### config.mk
export PLATFORM = sky130hd
export DESIGN_NAME = sscf_port
export DESIGN_NICKNAME = d
export VERILOG_FILES = /design/src/design/sscf_deglitch.v /design/src/design/sscf_port.v
export VERILOG_INCLUDE_DIRS = /design/src /design/src/design
export SDC_FILE = /design/constraint.sdc
export NUM_CORES = 1
export LEC_CHECK = 0
export BUFFER_PORTS_ARGS = -buffer_cell sky130_fd_sc_hd__buf_2
export CORE_ASPECT_RATIO = 0.7
export CORE_MARGIN = 4
export CORE_UTILIZATION = 64
export DETAILED_ROUTE_END_ITERATION = 6
export GPL_TIMING_DRIVEN = 1
export PLACE_DENSITY = 0.82
export SETUP_SLACK_MARGIN = 0.3
export SLEW_MARGIN = 20
export SYNTH_ARGS = -nofsm -noshare
export SYNTH_HDL_FRONTEND = slang
export SYNTH_SLANG_ARGS = --single-unit
### constraint.sdc
create_clock -name clk -period 9.2 [get_ports clk]
set_clock_uncertainty 0.15 [all_clocks]
set_input_delay 0.92 -clock clk [delete_from_list [all_inputs] [get_ports clk]]
set_output_delay 0.92 -clock clk [all_outputs]
set_load 0.03 [all_outputs]
### src/design/sscf_map.vh
// Purpose: Addresses, bit positions, reset values and timing of the SPI status/control block
// Assumes: 8-bit special function register space, page 0x0
// Notes: Configuration register address is not fixed by the port's own map; see parameters
`ifndef SSCF_MAP_VH
`define SSCF_MAP_VH
`define SSCF_ADDR_CTRL 8'hF8
`define SSCF_ADDR_CFG 8'hA1
`define SSCF_ADDR_DATA 8'hA3
`define SSCF_ADDR_RATE 8'hA2
`define SSCF_PAGE 4'h0
`define SSCF_CTRL_RESET 8'h06
`define SSCF_CFG_RESET 8'h07
`define SSCF_RATE_RESET 8'h00
`define SSCF_B_DONE 7
`define SSCF_B_WRITE_COLLISION_FLAG 6
`define SSCF_B_MODE_FAULT_FLAG 5
`define SSCF_B_OVRN 4
`define SSCF_B_SMD1 3
`define SSCF_B_SMD0 2
`define SSCF_B_TXE 1
`define SSCF_B_EN 0
`define SSCF_B_BUSY 7
`define SSCF_B_MST 6
`define SSCF_B_PHA 5
`define SSCF_B_POL 4
`define SSCF_B_SLV 3
`define SSCF_B_RAW 2
`define SSCF_B_SRE 1
`define SSCF_B_RXE 0
`define SSCF_SMD_3WIRE 2'h0
`define SSCF_SMD_4SLAVE 2'h1
`define SSCF_DEGLITCH_CYCLES 3'h3
`endif

### src/design/sscf_deglitch.v
// Purpose: Two-flop synchroniser followed by a stability filter
// Assumes: Input is asynchronous to clk
// Notes: Output changes only after the synced level holds for the full count
`timescale 1ns/1ps
`default_nettype none
module sscf_deglitch #(
	parameter [2:0] COUNT = 3'h3,
	parameter RESET_VAL = 1'b1
) (
	// Clock and reset
	input wire clk,
	input wire rst_n,
	// Signal
	input wire din,
	output wire sync_out,
	output reg clean_q
);
	reg s1_q;
	reg s2_q;
	reg [2:0] cnt_q;
	assign sync_out = s2_q;
	always @(posedge clk or negedge rst_n) begin
		if (!rst_n) begin
			s1_q <= RESET_VAL;
			s2_q <= RESET_VAL;
			cnt_q <= 3'h0;
			clean_q <= RESET_VAL;
		end else begin
			s1_q <= din;
			s2_q <= s1_q;
			if (s2_q == clean_q) begin
				cnt_q <= 3'h0;
			end else if (cnt_q == COUNT) begin
				clean_q <= s2_q;
				cnt_q <= 3'h0;
			end else begin
				cnt_q <= cnt_q + 3'h1;
			end
		end
	end
endmodule
`default_nettype wire

### src/design/sscf_port.v
// Purpose: SPI port with status flags, select modes and SFR access
// Assumes: Single-cycle SFR bus on clk; pins pass two flops before use
// Notes: Bit writes use a set/clear strobe pair for bit-addressable control
// How it works
// - Polarity one: clock line idles high.
// - Selected flag is one while de-glitched select is low.
// - Raw select bit returns undebounced pin level on read.
// - Slave shift-empty sets after shifting done, clears on load or clock edge.
// - Master: shift-empty reads one.
// - Slave receive-empty sets once buffer read, clears on unread data.
// - Master: receive-empty reads one.
// - Slave samples mid-bit; master samples one clock before bit end.
// - Transfer-done set at end of each byte; requests interrupt.
// - Data write while transmit full sets collision and is dropped.
// - Mode fault when select low, master, select mode 01.
// - Slave overrun when last bit arrives with receive buffer unread.
// - Four flags request interrupt, never self-clear, software clears.
// - Select mode 00: three-wire, select pin unused.
// - Select mode 01 (reset): four-wire slave, select is input.
// - Select mode 1x: select driven to field low bit.
// - Transmit-empty clears on data write, sets when loaded to shifter.
// - Control register at 0xF8 page 0 with bit set and clear.
// - Polarity zero: clock line idles low.
// - Slave: phase zero samples first edge; one samples second edge.
// - Master enable zero slave, one master.
// - Busy reads one during any byte transfer.
`timescale 1ns/1ps
`default_nettype none
`include "sscf_map.vh"
module sscf_port #(
	parameter [7:0] CFG_ADDR = `SSCF_ADDR_CFG,
	parameter [7:0] DATA_ADDR = `SSCF_ADDR_DATA,
	parameter [7:0] RATE_ADDR = `SSCF_ADDR_RATE
) (
	// Clock and reset
	input wire clk,
	input wire rst_n,
	// Special function register bus
	input wire [3:0] sfr_page,
	input wire [7:0] sfr_addr,
	input wire sfr_wr,
	input wire [7:0] sfr_wdata,
	input wire sfr_rd,
	input wire sfr_bit_set,
	input wire sfr_bit_clr,
	input wire [2:0] sfr_bit,
	output reg [7:0] sfr_rdata_q,
	output reg irq_q,
	// Serial pins
	input wire sck_in,
	output reg sck_out_q,
	output reg sck_oe_n_q,
	input wire mosi_in,
	output reg mosi_out_q,
	output reg mosi_oe_n_q,
	input wire miso_in,
	output reg miso_out_q,
	output reg miso_oe_n_q,
	input wire slave_select_line_in,
	output reg slave_select_line_out_q,
	output reg slave_select_line_oe_n_q
);
	reg [7:0] ctl_q;
	reg mst_q, pha_q, pol_q;
	reg [7:0] rate_q, tx_q, rx_q, sh_q;
	reg txe_q, rxe_q, sre_q, busy_q;
	reg [2:0] bitn_q;
	reg [8:0] div_q;
	reg edge_q;
	reg sck_s1_q, sck_s2_q, sck_p_q, mosi_s1_q, mosi_s2_q, miso_s1_q, miso_s2_q;
	wire sel_sync, sel_clean;
	wire en = ctl_q[`SSCF_B_EN];
	wire [1:0] smd = ctl_q[`SSCF_B_SMD1:`SSCF_B_SMD0];
	wire pg = (sfr_page == `SSCF_PAGE);
	wire ctl_hit = pg && (sfr_addr == `SSCF_ADDR_CTRL);
	wire dat_wr = pg && sfr_wr && (sfr_addr == DATA_ADDR);
	wire dat_rd = pg && sfr_rd && (sfr_addr == DATA_ADDR);
	sscf_deglitch #(.COUNT(`SSCF_DEGLITCH_CYCLES), .RESET_VAL(1'b1)) u_sel (
		.clk(clk),
		.rst_n(rst_n),
		.din(slave_select_line_in),
		.sync_out(sel_sync),
		.clean_q(sel_clean)
	);
	// Slave is selected in 3-wire mode always; 4-wire uses the filtered pin
	wire slv_sel = (smd == `SSCF_SMD_3WIRE) ? 1'b1 : !sel_clean;
	wire slv_act = en && !mst_q && slv_sel;
	wire sck_n = sck_s2_q ^ pol_q;
	wire sck_rise = sck_s2_q && !sck_p_q;
	wire sck_fall = !sck_s2_q && sck_p_q;
	wire lead = pol_q ? sck_fall : sck_rise;
	wire trail = pol_q ? sck_rise : sck_fall;
	// Phase 0 samples leading edge, phase 1 the trailing edge
	wire s_samp = slv_act && (pha_q ? trail : lead);
	wire s_shft = slv_act && (pha_q ? lead : trail) && busy_q;
	// Besides a slave load, only a leading edge opens a byte; the trailing edge of the last bit must not
	wire s_edge = slv_act && lead;
	// Master half bit is rate+1 clocks; sample one clock before bit end
	wire [8:0] half = {1'b0, rate_q} + 9'h1;
	wire m_tick = busy_q && mst_q && (div_q == half - 9'h1);
	wire m_samp = busy_q && mst_q && edge_q && (div_q == half - 9'h2);
	wire last_sample = s_samp && (bitn_q == 3'h7);
	wire m_end = m_tick && edge_q && (bitn_q == 3'h7);
	wire byte_end = last_sample || m_end;
	// Byte transfers by either side set transmit-empty when loaded
	wire m_start = en && mst_q && !busy_q && !txe_q;
	wire s_load = slv_act && !busy_q && !txe_q;
	wire set_done = byte_end;
	wire set_write_collision_flag = dat_wr && !txe_q;
	wire set_mode_fault_flag = en && mst_q && (smd == `SSCF_SMD_4SLAVE) && !sel_clean;
	wire set_ovrn = last_sample && !rxe_q && !mst_q;
	wire [7:0] sets = {set_done, set_write_collision_flag, set_mode_fault_flag, set_ovrn, 4'h0};
	wire [7:0] cfg_rd = {busy_q, mst_q, pha_q, pol_q, !sel_clean,
		sel_sync, mst_q ? 1'b1 : sre_q, mst_q ? 1'b1 : rxe_q};
	reg [7:0] ctl_d;
	always @* begin
		ctl_d = ctl_q;
		if (ctl_hit && sfr_wr) begin
			ctl_d = sfr_wdata;
		end else if (ctl_hit && sfr_bit_set) begin
			ctl_d[sfr_bit] = 1'b1;
		end else if (ctl_hit && sfr_bit_clr) begin
			ctl_d[sfr_bit] = 1'b0;
		end
		// Hardware set wins over a software clear in the same cycle
		ctl_d = ctl_d | sets;
		ctl_d[`SSCF_B_TXE] = txe_q;
	end
	// Pin synchronisers: only the second flop reads the first
	always @(posedge clk or negedge rst_n) begin
		if (!rst_n) begin
			sck_s1_q <= 1'b0;
			sck_s2_q <= 1'b0;
			sck_p_q <= 1'b0;
			mosi_s1_q <= 1'b0;
			mosi_s2_q <= 1'b0;
			miso_s1_q <= 1'b0;
			miso_s2_q <= 1'b0;
		end else begin
			sck_s1_q <= sck_in;
			sck_s2_q <= sck_s1_q;
			sck_p_q <= sck_s2_q;
			mosi_s1_q <= mosi_in;
			mosi_s2_q <= mosi_s1_q;
			miso_s1_q <= miso_in;
			miso_s2_q <= miso_s1_q;
		end
	end
	// Control flags and the request line
	always @(posedge clk or negedge rst_n) begin
		if (!rst_n) begin
			ctl_q <= `SSCF_CTRL_RESET;
			irq_q <= 1'b0;
		end else begin
			ctl_q <= ctl_d;
			irq_q <= |(ctl_d[`SSCF_B_DONE:`SSCF_B_OVRN]);
		end
	end
	// Configuration and rate; change these only while the port is disabled
	always @(posedge clk or negedge rst_n) begin
		if (!rst_n) begin
			mst_q <= 1'b0;
			pha_q <= 1'b0;
			pol_q <= 1'b0;
			rate_q <= `SSCF_RATE_RESET;
		end else begin
			if (pg && sfr_wr && sfr_addr == CFG_ADDR) begin
				mst_q <= sfr_wdata[`SSCF_B_MST];
				pha_q <= sfr_wdata[`SSCF_B_PHA];
				pol_q <= sfr_wdata[`SSCF_B_POL];
			end
			if (pg && sfr_wr && sfr_addr == RATE_ADDR) begin
				rate_q <= sfr_wdata;
			end
		end
	end
	// Read data is registered and stands until the next read
	always @(posedge clk or negedge rst_n) begin
		if (!rst_n) begin
			sfr_rdata_q <= 8'h00;
		end else if (sfr_rd && pg) begin
			case (sfr_addr)
				`SSCF_ADDR_CTRL: begin
					sfr_rdata_q <= ctl_q;
				end
				CFG_ADDR: begin
					sfr_rdata_q <= cfg_rd;
				end
				DATA_ADDR: begin
					sfr_rdata_q <= rx_q;
				end
				RATE_ADDR: begin
					sfr_rdata_q <= rate_q;
				end
				default: begin
					sfr_rdata_q <= 8'h00;
				end
			endcase
		end
	end
	// Transfer engine: buffers, shifter, bit and half-bit counters
	always @(posedge clk or negedge rst_n) begin
		if (!rst_n) begin
			tx_q <= 8'h00;
			rx_q <= 8'h00;
			sh_q <= 8'h00;
			txe_q <= 1'b1;
			rxe_q <= 1'b1;
			sre_q <= 1'b1;
			busy_q <= 1'b0;
			bitn_q <= 3'h0;
			div_q <= 9'h000;
			edge_q <= 1'b0;
		end else begin
			if (dat_wr && txe_q) begin
				tx_q <= sfr_wdata;
				txe_q <= 1'b0;
			end
			if (m_start || s_load) begin
				sh_q <= tx_q;
				txe_q <= 1'b1;
				sre_q <= 1'b0;
				busy_q <= 1'b1;
				bitn_q <= 3'h0;
				div_q <= 9'h000;
				edge_q <= 1'b0;
			end else if (s_edge) begin
				sre_q <= 1'b0;
				busy_q <= 1'b1;
			end
			if (busy_q && mst_q) begin
				div_q <= m_tick ? 9'h000 : div_q + 9'h1;
				if (m_tick) begin
					edge_q <= !edge_q;
				end
				if (m_samp) begin
					sh_q <= {sh_q[6:0], miso_s2_q};
				end
				if (m_tick && edge_q) begin
					bitn_q <= bitn_q + 3'h1;
				end
			end
			if (s_samp) begin
				sh_q <= {sh_q[6:0], mosi_s2_q};
				bitn_q <= bitn_q + 3'h1;
			end
			if (byte_end) begin
				rx_q <= s_samp ? {sh_q[6:0], mosi_s2_q} : sh_q;
				rxe_q <= 1'b0;
				busy_q <= 1'b0;
				sre_q <= txe_q;
			end else if (dat_rd) begin
				rxe_q <= 1'b1;
			end
			if (!en || (!mst_q && !slv_sel && !busy_q)) begin
				busy_q <= 1'b0;
				bitn_q <= 3'h0;
			end
		end
	end
	// Pin drivers; all released at reset
	always @(posedge clk or negedge rst_n) begin
		if (!rst_n) begin
			sck_out_q <= 1'b0;
			sck_oe_n_q <= 1'b1;
			mosi_out_q <= 1'b0;
			mosi_oe_n_q <= 1'b1;
			miso_out_q <= 1'b0;
			miso_oe_n_q <= 1'b1;
			slave_select_line_out_q <= 1'b1;
			slave_select_line_oe_n_q <= 1'b1;
		end else begin
			// Phase 0 is active in the second half bit, so the first edge falls mid-bit
			sck_out_q <= pol_q ^ (busy_q && mst_q && (edge_q ^ pha_q));
			sck_oe_n_q <= !(en && mst_q);
			mosi_out_q <= sh_q[7];
			mosi_oe_n_q <= !(en && mst_q);
			miso_out_q <= sh_q[7];
			miso_oe_n_q <= !slv_act;
			slave_select_line_out_q <= ctl_q[`SSCF_B_SMD0];
			slave_select_line_oe_n_q <= !(en && ctl_q[`SSCF_B_SMD1]);
		end
	end
	wire unused = sck_n ^ s_shft;
endmodule
`default_nettype wire

-- Word-level counts from Yosys, hierarchy flattened
Index checks and enable logic that the tools add are counted.
- output and inout bits: 17
- logic and storage cells: 164
- register bits after elaboration: 88
- input port bits: 33
- mux-type cells: 41
- eq/ne operators: 10
- add/subtract/negate cells: 6
- reduce and logical (&&, ||, !) cells: 64
- bitwise logic cells: 7
- order comparisons: 2
- operators with widths (operator ; number):
    8-bit 2-to-1 mux ; 8
    1-bit logical AND ; 39
    8-bit == test (second input constant) ; 4
    8-bit one-hot mux with 4 select lines ; 1
    9-bit 2-to-1 mux ; 3
    1-bit 2-to-1 mux ; 21
    3-bit 2-to-1 mux ; 7
    9-bit == test ; 2
    8-bit bitwise OR ; 2
    1-bit zero test ; 13
    8-bit by 1-bit adder with 9-bit output (second input constant) ; 1
    9-bit by 1-bit adder with 9-bit output (second input constant) ; 1
    9-bit by 1-bit subtractor with 9-bit output (second input constant) ; 1
    9-bit by 2-bit subtractor with 9-bit output (second input constant) ; 1
    8-bit AND ; 1
    8-bit inverter ; 1
    3-bit by 1-bit adder with 3-bit output (second input constant) ; 2
    2-bit nonzero test ; 3
    4-bit zero test ; 1
    3-bit by 4-bit < comparator with 1-bit output (second input constant) ; 1
    4-bit nonzero test ; 1
    4-bit OR reduction ; 1
    1-bit demux with 3-bit select ; 1
    3-bit by 2-bit == test with 1-bit output (second input constant) ; 1
    other kinds (10) ; 13

-- Depth between registers and ports, before layout
Gate-level depths: netlist (run 1).
- depth after elaboration: 11
- mapped depth: 14
- gate-level depth less buffers: 11

-- Modules after synthesis
Synthesis (run 1) repeated with hierarchy kept, for this count alone.
- cell total of the unflattened synthesis: 485
- area, all modules: 5001.0 um^2
- by module, submodules not included (module ; sequential area each (um^2) ; instances ; cells an instance ; area an instance (um^2)):
    sscf_port ; 2063.2 ; 1 ; 472 ; 4780.8
    sscf_deglitch ; 153.9 ; 1 ; 13 ; 220.2

-- Worst setup path before layout (run 1)
No wires, ideal clock.
- kind: flip-flop to flip-flop
- start: register rate_q[1]
- end: register div_q[0]
- arrival time: 2948 ps
- path buffers: 3
- clock period less this slack: 3223 ps
- slack: 5977 ps
- stages on the path, launching flop included: 15
- setup time: 125 ps
- cell sequence: dfrtp_1 -> ha_1 -> clkbuf_1 -> xnor2_1 -> ha_1 -> clkbuf_1 -> a21oi_1 -> a311oi_1 -> a31o_2 -> mux2i_1 -> a22oi_1 -> or3b_4 -> buf_6 -> and2_4 -> mux2_2
- word-level cells in the longest chain between the ends: 6
- RTL lines (item ; RTL line ; text):
    start: declaration ; sscf_port.v:65 ; reg [7:0] rate_q, tx_q, rx_q, sh_q;
    start signal: assignment ; sscf_port.v:165 ; rate_q <= `SSCF_RATE_RESET;
    start signal: assignment ; sscf_port.v:173 ; rate_q <= sfr_wdata;
    8-bit by 1-bit adder with 9-bit output ; sscf_port.v:99 ; wire [8:0] half = {1'b0, rate_q} + 9'h1;
    9-bit by 1-bit subtractor with 9-bit output ; sscf_port.v:100 ; wire m_tick = busy_q && mst_q && (div_q == half - 9'h1);
    9-bit == test ; sscf_port.v:100 ;
    1-bit logical AND ; sscf_port.v:100 ;
    9-bit 2-to-1 mux ; sscf_port.v:232 ; div_q <= m_tick ? 9'h000 : div_q + 9'h1;
    9-bit 2-to-1 mux ; sscf_port.v:231 ; if (busy_q && mst_q) begin
    end signal: assignment ; sscf_port.v:232 ;
    end: declaration ; sscf_port.v:68 ; reg [8:0] div_q;
No other way between the ends.
A chain may end at the register's enable or synchronous reset.

-- Worst setup path after layout (run 1)
- start: register rate_q[0]
- end: register bitn_q[2]
- word-level cells in the longest chain between the ends: 9
- RTL lines (item ; RTL line ; text):
    8-bit by 1-bit adder with 9-bit output ; sscf_port.v:99 ;
    9-bit by 1-bit subtractor with 9-bit output ; sscf_port.v:100 ;
    9-bit == test ; sscf_port.v:100 ;
    1-bit logical AND ; sscf_port.v:100 ;
    1-bit logical AND ; sscf_port.v:239 ; if (m_tick && edge_q) begin
    3-bit 2-to-1 mux ; sscf_port.v:239 ;
    3-bit 2-to-1 mux ; sscf_port.v:231 ;
    3-bit 2-to-1 mux ; sscf_port.v:243 ; if (s_samp) begin
    3-bit 2-to-1 mux ; sscf_port.v:255 ; if (!en || (!mst_q && !slv_sel && !busy_q)) begin
    end signal: assignment ; sscf_port.v:240 ; bitn_q <= bitn_q + 3'h1;
    end signal: assignment ; sscf_port.v:245 ; bitn_q <= bitn_q + 3'h1;
    end: declaration ; sscf_port.v:67 ; reg [2:0] bitn_q;
No other way between the ends.

==> impl_metrics.yaml, run 1 <==
run_status:
  status: "finished, final reports clean"
floorplanning:
  rows: 26
  io_pins: 50
  dieArea_um2: 9010
  die_width_um: 112
  start_util: 0.659
  core_um2: 7320
  die_h_um: 80.6
clock_network:
  htree_levels: 3
  clock-sinks: 88
  cts.repair.resized: 0
  clk_pin_slew_worst_paths_ns: 0.10
  clockBufferDepth: 2
  cts_tree: "yes"
  cts_root_buf: "clkbuf_8"
  clk-insertion-delay-late_ns: 0.37
  post_cts.repair.setup_buffers: 0
  cts_made_buffers: 9
  ctsHoldBuffers: 0
synthesis:
  ys.flop_type: "dfrtp_1"
  yosys.area.top_type: "dfrtp_1"
  seq_area_frac_synth: 0.460
  netlist.area_leader.share: 0.394
  netlist_instances: 486
  synth_edf_count: 0
  ys_ff_latch: 88
  avgSynthCellArea_um2: 9.92
  syn-num-nets: 525
  yosys-top-cells-area: "dfrtp_1 39%, mux2_2 8.6%, dfstp_2 6.5%, nand2_1 3.5%, xnor2_1 3.1%"
  ys_warn_count: 0
  netlist_area_um2: 4820
  synthDistinctLibCells: 62
  async_reset_ff_frac: 1.00
sta:
  fin_hold_ws_ns: 0.184
  setup_viol: 0
  max_freq_mhz: 250
  finalMaxSlewViolations: 0
  maxSlewHeadroom: 0.504
  rsz0062_at_grt: "false"
  fin_setup_tns_ns: 0
  tightest_slew_ns: 0.745
  finalCriticalPeriod_ns: 4.00
  finalHoldViolCount: 0
  fin_crit_sh: 0.435
detailed_routing:
  drt_iter0_markers: 365
  avgViaCountPerCell: 6.41
  postRouteAntennaNets: 0
  dr.pass1.iters: 5
  vias: 4000
  wirelength_um: 11900
  wl_per_cell_um: 19.0
  drc: 0
power_and_ir_drop:
  ir_worst_vdd_uv: 131
  p_per_area_nw_per_um2: 139
  leakagePower_nw: 2.44
cells_and_area:
  finalNetCount: 560
  fin_util: 0.727
  final_common_cell: "dfrtp_1"
  fin_area_um2: 5320
  final_cells: 624
  area_growth_pct: 10.3
  final_layout_size_suffix_gt1_frac: 0.241
  mostFrequentLayoutCells: "76 x dfrtp_1, 48 x buf_2, 45 x nand2_1, 37 x mux2_2, 34 x nor2_1"
  antenna_cells: 0
  nFillCells: 551
worst_setup_path:
  crit_path_cell_trace: "ha_1 > xnor2_1 > ha_1 > a21oi_1 > a311oi_1 > a31o_2 > mux2i_1 > a22oi_1 > or3b_4 > o21ai_1 > mux2i_1"
  crit_path_top_delay_cell: "dfrtp_1"
  required_ns: 9.34
  reg2reg_slack_ns: 5.20
  cp_top_family: "compound AO/OA/AOI/OAI gates"
  crit_path_end_kind: "flop"
  worst-path-buf-inv: 0
  worstSetupStartpointType: "flop"
  cp_max_fo: 21
  cp.arrival_ns: 4.15
  max_stage_delay_ns: 0.75
  crit_type: "reg2reg"
grt:
  grt_pass1_vias: 3764
  antenna_found_initial: 0
  gr-total-overflow: 0
  grt.total_usage: 0.278
  grt_pass1_wl_um: 19600
  grt_max_degree: 84
placement:
  gp_congestion: 0.884
  hpwlAfterDp_um: 8520
  place_inst: 608
  placed_area_um2: 5100
  numPortBuffers: 49
flow_run:
  maxCapViolations: 0
hold_path:
  hp-class: "in2async"
[per-stage QoR]
| step | worst slack [ns] | power, mW |
|---|---|---|
| after floorplan | 5.98 | 0.432 |
| after global placement | 5.54 | 0.455 |
| after detailed placement | 5.35 | 0.457 |
| after CTS | 5.27 | 0.744 |
| after global routing | 4.95 | 0.769 |
| final | 5.20 | 0.741 |
[kinds of logic (layout without fill, tap and decap cells)]
family / after synthesis / after routing / share of synthesized area
and+or+nand+nor: 165 / 165 / 0.179
AOI/OAI and AO/OA: 118 / 118 / 0.161
xor gates and xnor gates: 25 / 25 / 0.0454
buffers and inverters: 38 / 78 / 0.0340
muxes: 46 / 46 / 0.105
adders and majority gates: 6 / 6 / 0.0156
DFF: 88 / 88 / 0.460
[final cells by class]
cell class,count,area [um^2],share of cell area
inverters,8,30.0,0.00565
clock inverters,7,95.1,0.0179
well taps,98,123,0.0231
repair buffers,54,289,0.0543
multi-input cells,360,2440,0.459
clock buffers,9,124,0.0233
flip-flops and latches,88,2220,0.417
[final timing paths]
kind / depth (start not counted) / start / to
min reg2reg: 0 / miso_s1_q / miso_s2_q
min: 1 / rst_n / ctl_q[5]
min in group clk: 0 / miso_s1_q / miso_s2_q
max in group asynchronous: 2 / rst_n / div_q[1]
max: 11 / rate_q[0] / bitn_q[2]
max reg2reg: 11 / rate_q[0] / bitn_q[2]
[registers in the layout (all words and copies together) (netlist names), 3 cells and up]
name / cells
bitn_q: 3
ctl_q: 8
div_q: 9
rate_q: 8
rx_q: 8
sfr_rdata_q: 8
sh_q: 8
tx_q: 8
u_sel.cnt_q: 3
[routing by layer]
metal | GRT usage | wire length, um | vias to the layer above | part of all wire
met2 | 0.411 | 5250 | 179 | 0.44
met4 | 0.0535 | 150 | 0 | 0.013
met5 | 0 | 0 | - | 0
met1 | 0.402 | 5310 | 1960 | 0.45
met3 | 0.0941 | 1140 | 21 | 0.096
li1 | - | - | 1840 | -
[cell usage after synthesis (all sizes together) (5+ instances only)]
library cell,count
dfstp,12
a31oi,8
nand3,20
o32ai,9
xnor2,17
ha,6
buf,9
dfrtp,76
a21oi,25
nand4,6
mux2i,9
o21ai,31
a22o,6
nand2b,9
and3,7
clkbuf,21
nor2,34
inv,8
xor2,8
mux2,37
o211ai,5
nor3,8
nand2,45
[report_power, final]
| group | internal [mW] | switching, mW | leakage [nW] |
|---|---|---|---|
| clock | 0.134 | 0.156 | 0.111 |
| sequential | 0.398 | 0.00871 | 1.17 |
| combinational | 0.0184 | 0.0261 | 1.16 |
Note: power is estimated with default switching activity, not from simulation.
==> inputs of run 2 (changes only) <==
CORE_UTILIZATION = 59   (was 64)
PLACE_DENSITY = 0.76   (was 0.82)
clock period = 4.15 ns   (was 9.2 ns; I/O delays follow)
==> impl_metrics.yaml, run 2 (synthesis gave the netlist of run 1 again) <==
run_status:
  status: "finished, final reports clean"
clock_network:
  clockBufferDepth: 2
  clk_pin_slew_worst_paths_ns: 0.06
  clock-sinks: 88
  htree_levels: 3
  clk-insertion-delay-late_ns: 0.33
  cts_tree: "yes"
  cts_root_buf: "clkbuf_16"
  post_cts.repair.setup_buffers: 0
  cts_made_buffers: 9
worst_setup_path:
  cp.arrival_ns: 3.53
  cp_max_fo: 21
  reg2reg_slack_ns: 0.66
  required_ns: 4.19
  ff2ff_path_depth: 11
  worstSetupStartpointType: "flop"
  crit_type: "reg2reg"
  crit_path_end_kind: "flop"
sta:
  finalCriticalPeriod_ns: 3.49
  setup_viol: 0
  rsz0062_at_grt: "false"
  maxSlewHeadroom: 0.501
  worst_slack_ns: 0.658
  tightest_slew_ns: 0.745
  fin_setup_tns_ns: 0
  fin_crit_sh: 0.841
  max_freq_mhz: 286
  fin_hold_ws_ns: 0.0268
  finalHoldViolCount: 0
  finalMaxSlewViolations: 0
placement:
  placed_area_um2: 5110
  hpwlAfterDp_um: 8830
  place_inst: 613
  dpl_worst_slack_ns: 0.532
  numPortBuffers: 49
  gp_congestion: 0.889
grt:
  grt_pass1_vias: 3796
  grt_max_degree: 59
  grt_pass1_wl_um: 19900
  gr-total-overflow: 0
  antenna_found_initial: 0
  grt.total_usage: 0.261
power_and_ir_drop:
  leakagePower_nw: 2.49
  p_int_mw: 1.42
  pwr-share-seq: 0.493
  p_clk_frac: 0.454
  p_sw_frac: 0.226
  p_per_area_nw_per_um2: 336
  power_mw: 1.83
  combPwrFrac: 0.053
  switching_power_mw: 0.413
  ir_worst_vdd_uv: 350
floorplanning:
  start_util: 0.610
  die_h_um: 83.6
  core_um2: 7910
  rows: 27
  die_width_um: 116
  io_pins: 50
  dieArea_um2: 9710
detailed_routing:
  postRouteAntennaNets: 0
  dr.pass1.iters: 5
  avgViaCountPerCell: 6.40
  vias: 4033
  wirelength_um: 12100
  drc: 0
  wl_per_cell_um: 19.2
  drt_iter0_markers: 384
cells_and_area:
  fin_area_um2: 5440
  mostFrequentLayoutCells: "76 x dfrtp_1, 48 x buf_2, 45 x nand2_1, 37 x mux2_2, 34 x nor2_1"
  finalNetCount: 563
  final_common_cell: "dfrtp_1"
  antenna_cells: 0
  final_layout_size_suffix_gt1_frac: 0.248
  area_growth_pct: 12.9
  final_cells: 630
  fin_util: 0.689
  largest_reg_flops: 9
  regMostFlops: "div_q"
flow_run:
  maxCapViolations: 0
hold_path:
  min_path_cells: 1
  hp-class: "in2reg"
==> run 2: repair_timing <==
item	4_1_cts	5_1_grt
resized for setup	0	2
setup endpoints to repair	0	3
hold buffers	1	0
hold endpoints to repair	2	0
==> run 2: area by class of cell <==
type,instances,area (um^2)
multi-input combinational,360,2450
fill,615,2460
sequential,88,2220
inverter,8,30.0
clock inverter,6,73.8
clock buffer,10,239
tap,101,126
timing repair buffer,57,310
==> run 2: power groups by stage <==
| stage | registers [mW] | clock network (mW) | logic (mW) |
|---|---|---|---|
| 2_1_floorplan | 0.910 | 0 | 0.0480 |
| 3_3_place_gp | 0.915 | 0 | 0.0946 |
| 3_5_place_dp | 0.916 | 0 | 0.0978 |
| 4_1_cts | 0.901 | 0.836 | 0.0986 |
| 5_1_grt | 0.904 | 0.883 | 0.111 |
| 6_report | 0.901 | 0.830 | 0.0977 |
==> run 2: critical path, stage by stage, from the launching register on <==
cell and delay (ns):
dfrtp_1 0.55, ha_2 0.35, xnor2_1 0.14, ha_1 0.36
a21oi_1 0.12, a311oi_1 0.27, a31o_2 0.15, mux2i_1 0.17
a22oi_1 0.12, or3b_4 0.52, o32ai_1 0.32, a21oi_1 0.13
==> run 2: per-layer routing <==
| layer | track usage | part of all wire | up-vias |
|---|---|---|---|
| met4 | 0.0569 | 0.013 | 0 |
| met1 | 0.391 | 0.46 | 1960 |
| li1 | - | - | 1853 |
| met5 | 0 | 0 | - |
| met3 | 0.0783 | 0.094 | 21 |
| met2 | 0.374 | 0.43 | 199 |
==> run 2: final timing paths <==
check,to,start
hold / removal,u_sel.s1_q,slave_select_line_in
min in group asynchronous,irq_q,rst_n
max in group asynchronous,sh_q[4],rst_n
setup / recovery,rx_q[7],rate_q[1]
setup reg to reg,rx_q[7],rate_q[1]
hold reg to reg,miso_s2_q,miso_s1_q
==> inputs of run 3 (changes only) <==
clock period = 3.5 ns   (was 4.15 ns; I/O delays follow)
==> impl_metrics.yaml, run 3 (synthesis gave the netlist of run 1 again) <==
cells_and_area:
  regMostFlops: "div_q"
  largest_reg_flops: 9
  fin_area_um2: 5650
  mostFrequentLayoutCells: "74 x dfrtp_1, 48 x buf_2, 45 x nand2_1, 37 x mux2_2, 31 x nor2_1"
  area_growth_pct: 17.3
  finalNetCount: 578
  final_common_cell: "dfrtp_1"
  final_layout_size_suffix_gt1_frac: 0.279
  antenna_cells: 0
sta:
  rsz0062_at_grt: "true"
  tightest_slew_ns: 0.725
  finalCriticalPeriod_ns: 3.15
  fin_crit_sh: 0.900
  fin_hold_ws_ns: 0.150
  finalHoldViolCount: 0
  max_freq_mhz: 317
  finalMaxSlewViolations: 0
  setup_viol: 0
  maxSlewHeadroom: 0.517
  fin_setup_tns_ns: 0
grt:
  grt_pass1_vias: 4006
  grt_max_degree: 35
  gr-total-overflow: 0
  grt_pass1_wl_um: 20500
  grt.total_usage: 0.269
  antenna_found_initial: 0
worst_setup_path:
  max_stage_delay_ns: 0.63
  cp_max_fo: 20
  ff2ff_path_depth: 9
  reg2reg_to: "rx_q[0]"
  crit_path_top_delay_cell: "or3b_2"
  cp.arrival_ns: 3.21
  crit_path_end_kind: "flop"
  worstSetupStartpointType: "flop"
  reg2reg_slack_ns: 0.35
  crit_type: "reg2reg"
  required_ns: 3.56
  r2r_start: "rate_q[0]"
  crit_path_cell_trace: "buf_4 > and4_1 > a211o_1 > a211oi_2 > xor2_1 > a22oi_2 > or3b_2 > o32ai_1 > a21oi_1"
floorplanning:
  io_pins: 50
  start_util: 0.610
  core_um2: 7910
  die_width_um: 116
  dieArea_um2: 9710
  die_h_um: 83.6
  rows: 27
clock_network:
  clk_pin_slew_worst_paths_ns: 0.07
  htree_levels: 3
  post_cts.repair.setup_buffers: 0
  clockBufferDepth: 2
  cts_root_buf: "clkbuf_16"
  clock-sinks: 88
  cts_tree: "yes"
  cts_made_buffers: 9
  clk-insertion-delay-late_ns: 0.34
power_and_ir_drop:
  ir_worst_vdd_uv: 376
  leakagePower_nw: 2.58
  power_mw: 2.24
  p_per_area_nw_per_um2: 396
hold_path:
  min_path_cells: 2
  hp-start: "sfr_wdata[1]"
  holdPathEnd: "tx_q[1]"
  hp-class: "in2reg"
detailed_routing:
  avgViaCountPerCell: 6.42
  drt_iter0_markers: 505
  dr.pass1.iters: 6
  postRouteAntennaNets: 0
  vias: 4142
  wl_per_cell_um: 20.0
  drc: 0
  wirelength_um: 12900
placement:
  numPortBuffers: 49
  gp_congestion: 0.880
  hpwlAfterDp_um: 8970
  placed_area_um2: 5180
run_status:
  status: "finished, final reports clean"
flow_run:
  maxCapViolations: 0
==> run 3: metrics by stage <==
stage	utilization	setup WS, ns	cells
after CTS	0.704	0.366	643
after floorplan	-	0.316	486
after detailed placement	0.656	0.221	622
after global routing	0.715	0.252	645
final	0.715	0.349	645
after global placement	0.656	0.323	622
==> run 3: final cells by class <==
class                           count  area (um^2)
Sequential cell                    88         2220
Clock inverter                      7          101
Timing Repair Buffer               70          418
Fill cell                         569         2250
Inverter                            8         30.0
Tap cell                          101          126
Clock buffer                        9          225
Multi-Input combinational cell    362         2530
==> run 3: how the worst max path moves through the flow <==
stage / start / to / cells past startpoint
3_5_place_dp: rate_q[0] / bitn_q[0] / 11
4_1_cts: rate_q[4] / sh_q[2] / 8
5_1_grt: rate_q[0] / rx_q[0] / 9
6_report: rate_q[0] / rx_q[0] / 9
2_1_floorplan: rate_q[0] / div_q[0] / 14
3_3_place_gp: rate_q[0] / bitn_q[1] / 10
==> run 3: per-layer routing <==
layer  share of wire  vias up  track usage
li1                -     1893            -
met1            0.45     2022        0.409
met2            0.45      206        0.392
met3           0.090       21       0.0580
met4           0.011        0       0.0643
met5               0        -            0
==> run 3: critical path, delay by kind of cell, from the launching register on <==
kind | cells | cell delay (ns)
AOI/OAI and AO/OA | 5 | 1.10
and+or+nand+nor | 2 | 0.89
DFF | 1 | 0.42
xor gates and xnor gates | 1 | 0.25
buffers and inverters | 1 | 0.22
==> run 3: timing repair <==
item / 4_1_cts / 5_1_grt
pin swaps: 0 / 3
hold buffers: 5 / 0
hold endpoints to repair: 31 / 0
gates cloned: 0 / 2
resized for setup: 2 / 13
setup endpoints to repair: 4 / 24
==> run 3: power by group <==
part           internal [mW]  switching [mW]
sequential              1.05          0.0210
combinational         0.0544          0.0713
clock                  0.634           0.409
